File: config.mk
export PLATFORM = sky130hd
export DESIGN_NAME = voltage_id_monitor
export DESIGN_NICKNAME = d
export VERILOG_FILES = /design/src/vid_monitor_pkg.sv /design/src/conv_if.sv /design/src/conv_averager.sv /design/src/voltage_id_monitor.sv
export VERILOG_INCLUDE_DIRS = /design/src /design/src/src
export SDC_FILE = /design/constraint.sdc
export NUM_CORES = 1
export LEC_CHECK = 0
export BUFFER_PORTS_ARGS = -buffer_cell sky130_fd_sc_hd__buf_2
export CAP_MARGIN = 30
export CORE_MARGIN = 2
export CORE_UTILIZATION = 30
export CTS_BUF_LIST = sky130_fd_sc_hd__clkbuf_8
export CTS_CLUSTER_SIZE = 14
export DETAILED_ROUTE_END_ITERATION = 8
export GPL_ROUTABILITY_DRIVEN = 0
export GPL_TIMING_DRIVEN = 0
export PLACE_DENSITY = 0.44
export SKIP_CTS_REPAIR_TIMING = 1
export SLEW_MARGIN = 30
export SYNTH_ARGS = -nofsm -noshare
export SYNTH_HDL_FRONTEND = slang
export SYNTH_SLANG_ARGS = --single-unit
File: constraint.sdc
create_clock -name i_clk -period 4.3 [get_ports i_clk]
set_input_delay 0.43 -clock i_clk [delete_from_list [all_inputs] [get_ports i_clk]]
set_output_delay 0.43 -clock i_clk [all_outputs]
set_load 0.1 [all_outputs]
File: src/vid_monitor_regs.svh
// Register offsets, field positions, reset values and timing counts of the voltage-ID monitor.
`ifndef VID_MONITOR_REGS_SVH
`define VID_MONITOR_REGS_SVH

// ----------------------------------------------------------------------------
// Register offsets
// ----------------------------------------------------------------------------
`define OFS_READ_2V5       8'h20
`define OFS_READ_PROCESSOR_CORE_VOLTAGE      8'h21
`define OFS_READ_VCC       8'h22
`define OFS_READ_5V        8'h23
`define OFS_READ_12V       8'h24
`define OFS_CONFIG_ONE     8'h40
`define OFS_STATUS_TWO     8'h42
`define OFS_VID_CODE       8'h43
`define OFS_LOW_12V        8'h4c
`define OFS_HIGH_12V       8'h4d
`define OFS_CONFIG_TWO     8'h73
`define OFS_MASK_TWO       8'h75

// ----------------------------------------------------------------------------
// Field positions
// ----------------------------------------------------------------------------
`define BIT_PIN_SELECT     7
`define BIT_VID_THRESHOLD  6
`define BIT_SIXTH_VID      5
`define BIT_SUPPLY_FLAG    0
`define BIT_MASK_CHANGE    0
`define BIT_AVG_OFF        4
`define BIT_VCC_5V         7

// ----------------------------------------------------------------------------
// Reset values
// ----------------------------------------------------------------------------
`define RST_LOW_LIMIT      8'h00
`define RST_HIGH_LIMIT     8'hff
`define RST_CONFIG         8'h00
`define RST_READING        10'h000

// ----------------------------------------------------------------------------
// Timing
// ----------------------------------------------------------------------------
`define CLK_PERIOD_NS      100
`define VID_TICK_NS        11000
`define VID_TICK_CYCLES    (`VID_TICK_NS / `CLK_PERIOD_NS)
`define CONV_TIME_NS       711000
`define CONV_CYCLES        (`CONV_TIME_NS / `CLK_PERIOD_NS)
`define AVG_COUNT          16
`define CHAN_12V           3'h4
`define CHAN_LAST_5VID     3'h3

`endif

File: src/vid_monitor_pkg.sv
// Types shared by the voltage-ID monitor modules.
package vid_monitor_pkg;
   typedef logic [2:0] chan_t;
   typedef logic [9:0] code_t;
   typedef enum logic [0:0] {CONV_WAIT, CONV_BUSY} conv_phase_t;
endpackage

File: src/conv_if.sv
// Conversion hand-off between the sequencer and the averaging engine.
`timescale 1ns/1ps
interface conv_if;
   logic                    done;
   vid_monitor_pkg::code_t  code;
   logic                    res_valid;
   vid_monitor_pkg::code_t  res_code;
   modport seq (output done, output code, input res_valid, input res_code);
   modport avg (input done, input code, output res_valid, output res_code);
endinterface

File: src/conv_averager.sv
// Averaging engine: turns single conversions into value-register results.
`timescale 1ns/1ps
`include "vid_monitor_regs.svh"
module conv_averager
(
   // Clock and reset.
   input  wire logic  i_clk,
   input  wire logic  i_rst,
   // Mode.
   input  wire logic  i_avg_off,
   // Conversion link.
   conv_if.avg        cv
);
   logic [3:0]  cnt_r;
   logic [13:0] sum_r;
   logic [13:0] sum_nxt;

   assign sum_nxt = sum_r + {4'h0, cv.code};

   // Unless averaging is off, sixteen conversions are summed and only the finished mean is published.
   always_ff @(posedge i_clk or posedge i_rst)
   begin
      if (i_rst)
      begin
         cnt_r        <= 4'h0;
         sum_r        <= 14'h0000;
         cv.res_valid <= 1'b0;
         cv.res_code  <= `RST_READING;
      end
      else
      begin
         cv.res_valid <= 1'b0;
         if (cv.done)
         begin
            if (i_avg_off)
            begin
               cv.res_valid <= 1'b1; // [RULE10]
               cv.res_code  <= cv.code;
               cnt_r        <= 4'h0;
               sum_r        <= 14'h0000;
            end
            else if (cnt_r == 4'(`AVG_COUNT - 1))
            begin
               cv.res_valid <= 1'b1; // [RULE9]
               cv.res_code  <= sum_nxt[13:4];
               cnt_r        <= 4'h0;
               sum_r        <= 14'h0000;
            end
            else
            begin
               cnt_r <= cnt_r + 4'h1;
               sum_r <= sum_nxt;
            end
         end
      end
   end
endmodule // conv_averager

File: src/voltage_id_monitor.sv
// Voltage-ID monitor with shared-pin select, code-change detect and voltage readout.
//
// Functional notes
// [RULE1] Select bit picks 12 V input or sixth ID
// [RULE2] Sixth ID bit reads zero in 12 V mode
// [RULE3] Sixth ID bit follows shared pin when selected
// [RULE4] Status bit flags 12 V limit violation
// [RULE5] Status bit flags code change in six-input mode
// [RULE6] No 12 V monitoring while pin is ID
// [RULE7] Change flag set on difference over 11 us
// [RULE8] Unmasked code change raises the alert
// [RULE9] Readings hold average of sixteen conversions
// [RULE10] Averaging off publishes each single conversion
// [RULE11] Results are 10-bit codes, nominal 768
// [RULE12] 5 V supply mode rescales supply channel
// [RULE13] Low ID bits mirror the five pins
// [RULE14] Alert released after read once condition gone
// [RULE15] Sample ID inputs on fixed 11 us tick
// [RULE16] Change flag held until read, zero otherwise
`timescale 1ns/1ps
`include "vid_monitor_regs.svh"
module voltage_id_monitor
#(
   parameter int CONV_CYCLES = `CONV_CYCLES
)
(
   // Clock and reset.
   input  wire logic                     i_clk,
   input  wire logic                     i_rst,
   // Register port, transactions already decoded by the bus engine.
   input  wire logic [7:0]               i_reg_addr,
   input  wire logic                     i_reg_wr,
   input  wire logic [7:0]               i_reg_wdata,
   input  wire logic                     i_reg_rd,
   output logic      [7:0]               o_reg_rdata,
   // Alert response address answered.
   input  wire logic                     i_ara_ack,
   // Voltage-ID and shared pins.
   input  wire logic [4:0]               i_vid_pins,
   input  wire logic                     i_shared_pin,
   // Converter.
   output logic                          o_conv_start,
   output vid_monitor_pkg::chan_t        o_conv_chan,
   input  wire logic                     i_conv_done,
   input  wire vid_monitor_pkg::code_t   i_conv_code,
   // Analog front-end controls.
   output logic                          o_shared_pin_analog,
   output logic                          o_vcc_5v_scale,
   output logic                          o_vid_threshold_low,
   // Open-drain alert.
   output logic                          o_alert_out,
   output logic                          o_alert_oe_n
);
   localparam int TICK_CYCLES = `VID_TICK_CYCLES;
   localparam int CONV_W      = $clog2(CONV_CYCLES + 1);

   // ----------------------------------------------------------------------------
   // Register storage
   // ----------------------------------------------------------------------------
   logic                         shared_pin_function_select_r;
   logic                         vid_threshold_r;
   logic [7:0]                   config_one_r;
   logic [7:0]                   config_two_r;
   logic [7:0]                   mask_two_r;
   logic [7:0]                   low_12v_r;
   logic [7:0]                   high_12v_r;
   vid_monitor_pkg::code_t       reading_r [5];
   logic [7:0]                   rdata_nxt;
   logic                         status_rd;

   assign status_rd = i_reg_rd && (i_reg_addr == `OFS_STATUS_TWO);

   // Software writes; only writable fields are kept.
   always_ff @(posedge i_clk or posedge i_rst)
   begin
      if (i_rst)
      begin
         shared_pin_function_select_r <= 1'b0;
         vid_threshold_r              <= 1'b0;
         config_one_r                 <= `RST_CONFIG;
         config_two_r                 <= `RST_CONFIG;
         mask_two_r                   <= `RST_CONFIG;
         low_12v_r                    <= `RST_LOW_LIMIT;
         high_12v_r                   <= `RST_HIGH_LIMIT;
      end
      else if (i_reg_wr)
      begin
         unique case (i_reg_addr)
            `OFS_VID_CODE:
            begin
               shared_pin_function_select_r <= i_reg_wdata[`BIT_PIN_SELECT]; // [RULE1]
               vid_threshold_r              <= i_reg_wdata[`BIT_VID_THRESHOLD];
            end
            `OFS_CONFIG_ONE: config_one_r <= i_reg_wdata;
            `OFS_CONFIG_TWO: config_two_r <= i_reg_wdata;
            `OFS_MASK_TWO:   mask_two_r   <= i_reg_wdata;
            `OFS_LOW_12V:    low_12v_r    <= i_reg_wdata;
            `OFS_HIGH_12V:   high_12v_r   <= i_reg_wdata;
            default:         ;
         endcase
      end
   end

   // Front-end controls come straight from register flops.
   assign o_shared_pin_analog = !shared_pin_function_select_r; // [RULE1]
   assign o_vcc_5v_scale      = config_one_r[`BIT_VCC_5V]; // [RULE12]
   assign o_vid_threshold_low = vid_threshold_r;

   // ----------------------------------------------------------------------------
   // Voltage-ID sampling and change detect
   // ----------------------------------------------------------------------------
   logic [5:0]  vid_now;
   logic [5:0]  vid_sample_r;
   logic [5:0]  vid_prev_r;
   logic [7:0]  tick_cnt_r;
   logic        tick;
   logic        code_changed;
   logic        vc_flag_r;

   // The sixth bit is forced low in 12 V mode so an analog level cannot look like a code.
   assign vid_now = {shared_pin_function_select_r & i_shared_pin, i_vid_pins}; // [RULE2] [RULE3] [RULE13]
   assign tick    = (tick_cnt_r == 8'(TICK_CYCLES - 1));

   // Free-running tick; the comparison window is the tick period.
   always_ff @(posedge i_clk or posedge i_rst)
   begin
      if (i_rst)
         tick_cnt_r <= 8'h00;
      else if (tick)
         tick_cnt_r <= 8'h00; // [RULE15]
      else
         tick_cnt_r <= tick_cnt_r + 8'h01;
   end

   // Pins are taken as synchronous, so one register stage gives a stable sample.
   always_ff @(posedge i_clk or posedge i_rst)
   begin
      if (i_rst)
      begin
         vid_sample_r <= 6'h00;
         vid_prev_r   <= 6'h00;
      end
      else
      begin
         vid_sample_r <= vid_now;
         if (tick)
            vid_prev_r <= vid_sample_r; // [RULE15]
      end
   end

   assign code_changed = tick && (vid_sample_r != vid_prev_r) && shared_pin_function_select_r; // [RULE7]

   // Change flag: a new change wins over the read that would clear it.
   always_ff @(posedge i_clk or posedge i_rst)
   begin
      if (i_rst)
         vc_flag_r <= 1'b0;
      else if (!shared_pin_function_select_r)
         vc_flag_r <= 1'b0; // [RULE16]
      else if (code_changed)
         vc_flag_r <= 1'b1; // [RULE7]
      else if (status_rd)
         vc_flag_r <= 1'b0; // [RULE16]
   end

   // ----------------------------------------------------------------------------
   // Conversion sequencing
   // ----------------------------------------------------------------------------
   conv_if cv ();
   vid_monitor_pkg::conv_phase_t  phase_r;
   vid_monitor_pkg::chan_t        chan_r;
   logic [CONV_W-1:0]             conv_cnt_r;
   logic                          conv_due;

   assign cv.done     = i_conv_done && (phase_r == vid_monitor_pkg::CONV_BUSY);
   assign cv.code     = i_conv_code;
   assign conv_due    = (conv_cnt_r == CONV_W'(CONV_CYCLES - 1));
   assign o_conv_start = conv_due && (phase_r == vid_monitor_pkg::CONV_WAIT);
   assign o_conv_chan = chan_r;

   // One conversion per slot; a slow converter simply stretches the slot.
   always_ff @(posedge i_clk or posedge i_rst)
   begin
      if (i_rst)
      begin
         phase_r    <= vid_monitor_pkg::CONV_WAIT;
         conv_cnt_r <= '0;
      end
      else
      begin
         if (!conv_due)
            conv_cnt_r <= conv_cnt_r + CONV_W'(1);
         else if (phase_r == vid_monitor_pkg::CONV_WAIT)
            conv_cnt_r <= '0;
         unique case (phase_r)
            vid_monitor_pkg::CONV_WAIT: if (o_conv_start) phase_r <= vid_monitor_pkg::CONV_BUSY;
            vid_monitor_pkg::CONV_BUSY: if (i_conv_done) phase_r <= vid_monitor_pkg::CONV_WAIT;
         endcase
      end
   end

   // Channel advances only after a finished result; the 12 V slot is skipped in ID mode.
   always_ff @(posedge i_clk or posedge i_rst)
   begin
      if (i_rst)
         chan_r <= 3'h0;
      else if (cv.res_valid)
      begin
         if (chan_r == `CHAN_12V)
            chan_r <= 3'h0;
         else if (chan_r == `CHAN_LAST_5VID && shared_pin_function_select_r)
            chan_r <= 3'h0; // [RULE6]
         else
            chan_r <= chan_r + 3'h1;
      end
   end

   conv_averager u_avg
   (
      .i_clk      (i_clk),
      .i_rst      (i_rst),
      .i_avg_off  (config_two_r[`BIT_AVG_OFF]),
      .cv         (cv.avg)
   );

   // Value registers keep the full 10-bit code; the read port returns the upper byte.
   genvar g;
   generate
      for (g = 0; g < 5; g++)
      begin : g_reading
         always_ff @(posedge i_clk or posedge i_rst)
         begin
            if (i_rst)
               reading_r[g] <= `RST_READING;
            else if (cv.res_valid && chan_r == 3'(g))
               reading_r[g] <= cv.res_code; // [RULE11]
         end
      end
   endgenerate

   // ----------------------------------------------------------------------------
   // 12 V limit check
   // ----------------------------------------------------------------------------
   logic        lim12_now_r;
   logic        lim12_flag_r;
   logic        lim12_event;
   logic        lim12_out;

   assign lim12_out   = (cv.res_code[9:2] < low_12v_r) || (cv.res_code[9:2] > high_12v_r);
   assign lim12_event = cv.res_valid && (chan_r == `CHAN_12V) && !shared_pin_function_select_r && lim12_out;

   // Present-state tracker lets the sticky flag survive a read while still out of range.
   always_ff @(posedge i_clk or posedge i_rst)
   begin
      if (i_rst)
         lim12_now_r <= 1'b0;
      else if (shared_pin_function_select_r)
         lim12_now_r <= 1'b0; // [RULE6]
      else if (cv.res_valid && chan_r == `CHAN_12V)
         lim12_now_r <= lim12_out; // [RULE4]
   end

   always_ff @(posedge i_clk or posedge i_rst)
   begin
      if (i_rst)
         lim12_flag_r <= 1'b0;
      else if (shared_pin_function_select_r)
         lim12_flag_r <= 1'b0; // [RULE5]
      else if (lim12_event || lim12_now_r)
         lim12_flag_r <= 1'b1; // [RULE4]
      else if (status_rd)
         lim12_flag_r <= 1'b0;
   end

   // ----------------------------------------------------------------------------
   // Status bit and alert
   // ----------------------------------------------------------------------------
   logic        supply_or_code_change_flag;
   logic        alert_r;
   logic        ara_seen_r;
   logic        alert_cause;

   assign supply_or_code_change_flag = shared_pin_function_select_r ? vc_flag_r : lim12_flag_r; // [RULE4] [RULE5]
   assign alert_cause = supply_or_code_change_flag && !mask_two_r[`BIT_MASK_CHANGE]; // [RULE8]

   // The host must answer the alert response first; a status read alone keeps the line low.
   always_ff @(posedge i_clk or posedge i_rst)
   begin
      if (i_rst)
         ara_seen_r <= 1'b0;
      else if (i_ara_ack)
         ara_seen_r <= 1'b1;
      else if (status_rd)
         ara_seen_r <= 1'b0;
   end

   // Release is tested first: the flag is still set in the cycle of the clearing read.
   always_ff @(posedge i_clk or posedge i_rst)
   begin
      if (i_rst)
         alert_r <= 1'b0;
      else if (status_rd && ara_seen_r && !code_changed && !lim12_event && !lim12_now_r)
         alert_r <= 1'b0; // [RULE14]
      else if (alert_cause)
         alert_r <= 1'b1; // [RULE8]
   end

   assign o_alert_out  = 1'b0;
   assign o_alert_oe_n = !alert_r;

   // ----------------------------------------------------------------------------
   // Read port
   // ----------------------------------------------------------------------------
   always_comb
   begin
      rdata_nxt = 8'h00;
      unique case (i_reg_addr)
         `OFS_READ_2V5:   rdata_nxt = reading_r[0][9:2];
         `OFS_READ_PROCESSOR_CORE_VOLTAGE:  rdata_nxt = reading_r[1][9:2];
         `OFS_READ_VCC:   rdata_nxt = reading_r[2][9:2];
         `OFS_READ_5V:    rdata_nxt = reading_r[3][9:2];
         `OFS_READ_12V:   rdata_nxt = reading_r[4][9:2];
         `OFS_CONFIG_ONE: rdata_nxt = config_one_r;
         `OFS_STATUS_TWO: rdata_nxt = {7'h00, supply_or_code_change_flag};
         `OFS_VID_CODE:   rdata_nxt = {shared_pin_function_select_r, vid_threshold_r, vid_sample_r};
         `OFS_LOW_12V:    rdata_nxt = low_12v_r;
         `OFS_HIGH_12V:   rdata_nxt = high_12v_r;
         `OFS_CONFIG_TWO: rdata_nxt = config_two_r;
         `OFS_MASK_TWO:   rdata_nxt = mask_two_r;
         default:         rdata_nxt = 8'h00;
      endcase
   end

   // Read data is captured on the strobe and held until the next read.
   always_ff @(posedge i_clk or posedge i_rst)
   begin
      if (i_rst)
         o_reg_rdata <= 8'h00;
      else if (i_reg_rd)
         o_reg_rdata <= rdata_nxt;
   end
endmodule // voltage_id_monitor

* Word level (Yosys, flattened, before mapping) *
Cells that the tools add are included.

storage, ports and cells
  bits in registers = 171
  bits of input ports = 38

cells by class
  add/sub/neg operators = 5
  order comparisons = 2
  equality and inequality tests = 22
  multiplexer cells = 29
  bitwise gates (word level) = 2
  reductions and logical operators = 39

operator list
  cell                   count
  $pmux 8 s12            1
  $eq 8x7->1 const B     8
  $eq 8x6->1 const B     5
  $mux 14                2
  $mux 13                2
  $mux 10                2
  $logic_and 1x1->1      18
  $mux 1                 16
  $add 14x10->14         1
  $reduce_and 2->1       7
  $add 13x1->13 const B  1
  $eq 13x13->1 const B   1
  $add 8x1->8 const B    1
  $gt 8x8->1             1
  $lt 8x8->1             1
  $mux 4                 2
  $mux 8                 1
  $reduce_bool 2->1      4
  $eq 3x2->1 const B     2
  $logic_not 1->1        6
  $mux 3                 2
  $ne 6x6->1             1
  $add 4x1->4 const B    1
  $eq 4x4->1 const B     1
  other kinds (11)       12

* Logic depth before layout (Yosys ltp) *
Gate-level depths: netlist of run 1.

  depth in word-level cells = 8
  depth in mapped cells = 9

* By module *
Synthesis of run 1 repeated with hierarchy kept, for this count alone.

unflattened totals
  cells, all modules = 789
  area total of the unflattened synthesis = 8528.2 sq um

by module, submodules not included
  module              times used  cells each  area each (sq um)
  voltage_id_monitor  1           607         6751.5
  conv_averager       1           182         1776.7

* Worst setup path after synthesis of run 1 *
No wires, ideal clock.

  kind = register to output
  start point = register conv_cnt_r[3]
  end point = output o_conv_start
  arrival = 2.048 ns
  setup slack = 1.822 ns
  cell stages (with the launch flop) = 5
  path through = dfrtp_1 -> or4_1 -> nor3_2 -> nand2b_1 -> inv_1

between the ends
  cells in the longest elaborated chain, start to end = 2

ends and longest elaborated chain
  what                    line                       text
  start, declared         voltage_id_monitor.sv:172  logic [CONV_W-1:0] conv_cnt_r;
  start signal, assigned  voltage_id_monitor.sv:192  conv_cnt_r <= conv_cnt_r + CONV_W'(1);
  $eq 13x13->1            voltage_id_monitor.sv:177  assign conv_due = (conv_cnt_r == CONV_W'(CONV_CYCLES - 1));
  $logic_and 1x1->1       voltage_id_monitor.sv:178  assign o_conv_start = conv_due && (phase_r == vid_monitor_pkg::CONV_WAIT);
  end, declared           voltage_id_monitor.sv:42   output logic o_conv_start,

Every way passes these cells.

* Worst setup path in the final report of run 1 *
Ends and elaborated chain as after synthesis.

==> impl_metrics.yaml, run 1 <==
die:
  die_width_um: 171
  dieHeight_um: 171
  dieArea_mm2: 0.0292
  row_count: 61
  core_area_mm2: 0.0276
  start_util: 0.303
  io-pin-count: 55
clock_tree:
  clk_latency_ps: 470
  cts.sinks: 159
  clk_pin_slew_ps: 90
  ctsHtreeMaxLevel: 4
  cts_buffers: 17
  clockBufferDepth: 2
  cts_tree: "yes"
  cts_root_buffer: "clkbuf_8"
timing:
  slew_violations: 0
  final_hold_viol_count: 0
  setup_violations: 0
  tns_ps: 0
  period_share: 0.710
  period_minus_slack_ps: 3050
  tightest_slew_ps: 904
  relSlewSlack: 0.393
  fmax_mhz: 327
  whs_ps: 7.01
  rsz0062_at_grt: "false"
  final.setup_skew_ps: 14.9
setup_path:
  r2r_slack_ps: 1990
  r2r-start: "u_avg.sum_r[0]"
  worst-endpoint-required_ps: 3870
  worstSetupStartpointType: "flop"
  cp.arrival_ps: 2620
  cp-end-kind: "output pin"
  crit_fanout: 8
  crit_type: "flop to output pin"
  r2r-end: "u_avg.cv.res_code[8]"
  r2r_cells: 9
cells_and_area:
  fillers: 2803
  drive_gt1_frac: 0.226
  final_nets: 931
  final_core_util: 0.349
  antenna_cells: 0
  synthToLayoutAreaGrowth_pct: 15.2
yosys:
  ys_top_cells_by_area: "dfrtp_1, mux2_2, ha_1"
  syn_avg_cell_area_um2: 10.7
  synth_nets: 855
  synth_cell_types: 76
  synth-seq-area-share: 0.478
  syn_inst: 782
  syn_area_mm2: 0.00834
  synth-edff-count: 0
  yosysTopAreaCell: "dfrtp_1"
  synth_top_area_frac: 0.453
  async_reset_ff_frac: 1.00
  ys_ff_latch: 159
  ys_warn_count: 0
  synthFlopType: "dfrtp_1"
grt:
  first_global_vias: 6237
  antenna_found_initial: 0
  grt_pass1_wl_um: 36500
  grt_overflow: 0
  track_usage: 0.166
  grt_max_degree: 27
detailed_routing:
  dr_total_vias: 6179
  vias_per_cell: 4.95
  drt_iter0_drc: 338
  drt_wl_total_um: 23200
  ant_nets: 0
  routedWlPerCell_um: 18.6
  drc: 0
  drtPass1Iterations: 7
pwr:
  vdd_ir_drop_max_v: 0.000186
  p_leak_nw: 4.44
  p_total_mw: 3.75
  power.density_mw_per_mm2: 390
status:
  status: "finished clean"
min_path:
  hold_path.class: "input port to async pin"
placement:
  io_buffers: 51
  dpl.hpwl_um: 17200
run:
  cap_violations: 0
synthesized netlist by cell type (all sizes together) (5+ instances only):
master  count
nor3        8
dfrtp     151
nor2b      13
dfstp       8
mux2i      15
nand2      61
ha         34
mux2       77
buf        12
xor2       11
nor2       29
and2        7
nand2b      7
o211ai      5
nand4b      5
nand4       8
o22ai      15
nand3      37
o31ai       9
clkbuf     18
a22oi      16
o21ai      54
a21oi      35
and3       15
inv        41
xnor2      10
a21o       10
layout make-up:
cell class	instances	area (um^2)	share of cell area
Multi-Input combinational cell	552	4060	0.423
Clock inverter	12	134	0.0139
Timing Repair Buffer	57	375	0.0391
Sequential cell	159	3990	0.415
Clock buffer	20	275	0.0286
Tap cell	378	473	0.0492
Buffer	30	144	0.0150
Inverter	41	158	0.0164
where the power goes:
group / switching [mW] / leakage [nW] / internal [mW]
clock: 0.603 / 0.200 / 0.565
sequential: 0.138 / 2.06 / 1.62
combinational: 0.486 / 2.18 / 0.333
how the worst max path moves through the flow:
stage               slack [ps]     startpoint        endpoint
finish                    1250  conv_cnt_r[3]    o_conv_start
global route              1020  conv_cnt_r[3]    o_conv_start
CTS                       1200  conv_cnt_r[3]    o_conv_start
detailed placement        1470  i_reg_addr[0]  o_reg_rdata[4]
global placement           580          i_rst  o_conv_chan[1]
floorplan                 1820  conv_cnt_r[3]    o_conv_start
cells in the final DEF, fill, tap and decap left out, types with 29 or more instances in the layout:
| cell | synthesis | layout |
|---|---|---|
| nor2_1 | 29 | 29 |
| inv_1 | 41 | 41 |
| mux2_2 | 77 | 77 |
| o21ai_0 | 53 | 53 |
| ha_1 | 34 | 34 |
| dfrtp_1 | 151 | 151 |
| buf_2 | 9 | 60 |
| nand2_1 | 61 | 61 |
| a21oi_1 | 35 | 35 |
| nand3_1 | 36 | 36 |
cell families (layout without fill, tap and decap cells):
kind of cell,Yosys count,in the layout,synth area share
adder cells (fa/ha/maj),35,35,0.0534
AND/OR/NAND/NOR,214,214,0.140
XOR/XNOR,21,21,0.0220
AO/OA/AOI/OAI,189,189,0.149
buffers and inverters,71,160,0.0357
other,1,1,0.000449
multiplexers,92,92,0.122
flip-flops,159,159,0.478
sequential cells by signal (all words and copies together), names as in the netlist, 8 cells and up:
name,flops
reading_r,40
u_avg.sum_r,14
conv_cnt_r,13
config_one_r,8
config_two_r,8
high_12v_r,8
low_12v_r,8
mask_two_r,8
o_reg_rdata,8
tick_cnt_r,8
u_avg.cv.res_code,8
through the flow:
| step | setup WS, ps | instances | cell area [um^2] |
|---|---|---|---|
| after floorplan | 1820 | 782 | 8350 |
| after CTS | 1200 | 1249 | 9610 |
| after global routing | 1020 | 1249 | 9610 |
| after global placement | 581 | 1211 | 9070 |
| after detailed placement | 1470 | 1217 | 9200 |
| final | 1250 | 1249 | 9610 |
critical path, stage by stage, from the launching register on:
cell and delay (ps):
dfrtp_1 430, or4_1 550, nor3_2 360, nand2b_1 270, inv_1 130, buf_2 430
layer usage:
| layer | global-route usage | routed length, um | up-vias |
|---|---|---|---|
| li1 | - | - | 3020 |
| met2 | 0.265 | 10700 | 96 |
| met5 | 0 | 0 | - |
| met4 | 0.0420 | 302 | 0 |
| met3 | 0.0326 | 760 | 14 |
| met1 | 0.231 | 11400 | 3049 |
(Power assumes the default switching activity.)
==> run 2, diff against run 1 <==
Settings changed: PLACE_DENSITY 0.44 to 0.42.
Clock period 4.3 ns to 2.85 ns, I/O delays scaled along.
==> impl_metrics.yaml, run 2 (same netlist as run 1, synthesis figures left out) <==
status:
  status: "finished clean"
setup_path:
  r2r_cells: 6
  crit_fanout: 8
  r2r-start: "tick_cnt_r[1]"
  crit_path_end: "o_conv_start"
  r2r_slack_ps: 520
  worst-endpoint-required_ps: 2570
  setup.worst_path.start: "conv_cnt_r[3]"
  r2r-end: "vid_prev_r[0]"
  worstSetupStartpointType: "flop"
  cp-end-kind: "output pin"
  cp.arrival_ps: 2370
  crit_type: "flop to output pin"
timing:
  tightest_slew_ps: 791
  final_hold_viol_count: 0
  slew_violations: 0
  rsz0062_at_grt: "false"
  tns_ps: 0
  final.setup_skew_ps: 21.0
  period_minus_slack_ps: 2660
  fmax_mhz: 376
  period_share: 0.933
  relSlewSlack: 0.468
  setup_violations: 0
cells_and_area:
  final_nets: 939
  regMostFlops: "reading_r"
  fillers: 2836
  fin_area_mm2: 0.00973
  synthToLayoutAreaGrowth_pct: 16.6
  final_common_cell: "dfrtp_1"
  antenna_cells: 0
  largest_reg_flops: 40
  final_cell_mix: "dfrtp_1, mux2_2, nand2_1"
  reg.largest.list: "reading_r x40, u_avg.sum_r x14, conv_cnt_r x13"
  drive_gt1_frac: 0.225
grt:
  antenna_found_initial: 0
  grt_max_degree: 28
  grt_overflow: 0
  grt_pass1_wl_um: 37600
  first_global_vias: 6526
  track_usage: 0.171
clock_tree:
  ctsHtreeMaxLevel: 4
  clk_latency_ps: 470
  cts_buffers: 17
  cts.sinks: 159
  cts_root_buffer: "clkbuf_8"
  clk_pin_slew_ps: 80
  clockBufferDepth: 2
  cts_tree: "yes"
die:
  io-pin-count: 55
  dieArea_mm2: 0.0292
  dieHeight_um: 171
  start_util: 0.303
  core_area_mm2: 0.0276
  row_count: 61
  die_width_um: 171
detailed_routing:
  vias_per_cell: 4.93
  routedWlPerCell_um: 18.8
  top_layer_used: "met4"
  dr_total_vias: 6191
  drc: 0
  ant_nets: 0
  drtPass1Iterations: 4
  wl_met3_um: 769
  drt_wl_total_um: 23600
  wl_met1_um: 11100
  wl_met2_um: 11400
  drt_iter0_drc: 351
pwr:
  p_leak_nw: 4.51
  p_total_mw: 5.61
  vdd_ir_drop_max_v: 0.000234
  power.density_mw_per_mm2: 577
placement:
  place_area_mm2: 0.00924
  io_buffers: 51
  dpl.hpwl_um: 17500
min_path:
  hold_path.class: "input port to flop"
run:
  cap_violations: 0
## run 2: cell count changes in the layout (fill, tap and decap cells not counted), moves of 2 or more
cell           previous run  this run
clkbuf_8                 20        18
clkinv_4                  1         5
dlygate4sd3_1             0         7
buf_12                    6         4
buf_16                    0         3
inv_6                     3         1
clkinvlp_4                5         3
## run 2: area by class of cell
type                            count  area [um^2]  share of cell area
Buffer                             30          144              0.0148
Tap cell                          378          473              0.0486
Inverter                           41          158              0.0162
Multi-Input combinational cell    552         4080               0.419
Timing Repair Buffer               65          490              0.0504
Sequential cell                   159         3990               0.410
Clock buffer                       18          248              0.0255
Clock inverter                     14          145              0.0149
## run 2: worst max-delay path, stage by stage (launching register included)
cell and delay, ps:
dfrtp_1 420, or4_1 580, nor3_4 300, nand2b_2 180, inv_1 110, clkbuf_4 330
## run 2: metrics by stage
| stage | hold WS, ps | std cells | worst slack (ps) | util |
|---|---|---|---|---|
| finish | 30.3 | 1257 | 191 | 0.353 |
| global route | 6.52 | 1257 | 24.9 | 0.353 |
| CTS | -214 | 1250 | -151 | 0.350 |
| detailed placement | 304 | 1218 | 269 | 0.335 |
| global placement | 396 | 1211 | -724 | 0.329 |
| floorplan | 316 | 782 | 517 | - |
## run 2: worst min path at each step
stage	startpoint	endpoint	depth (start not counted)
6_report	i_shared_pin	vid_sample_r[5]	2
3_3_place_gp	i_vid_pins[0]	vid_sample_r[0]	1
2_1_floorplan	i_vid_pins[0]	vid_sample_r[0]	0
5_1_grt	i_shared_pin	vid_sample_r[5]	2
4_1_cts	i_rst	low_12v_r[5]	2
3_5_place_dp	i_rst	low_12v_r[5]	2
## run 2: where the power goes
| part | switching, mW | internal (mW) |
|---|---|---|
| Clock | 0.901 | 0.800 |
| Combinational | 0.727 | 0.514 |
| Sequential | 0.219 | 2.45 |
| Total | 1.85 | 3.76 |
## run 2: routing by layer
| layer | GRT usage | up-vias |
|---|---|---|
| met4 | 0.0450 | 0 |
| met1 | 0.222 | 3050 |
| met3 | 0.0312 | 16 |
| li1 | - | 3033 |
| met2 | 0.291 | 92 |
| met5 | 0 | - |
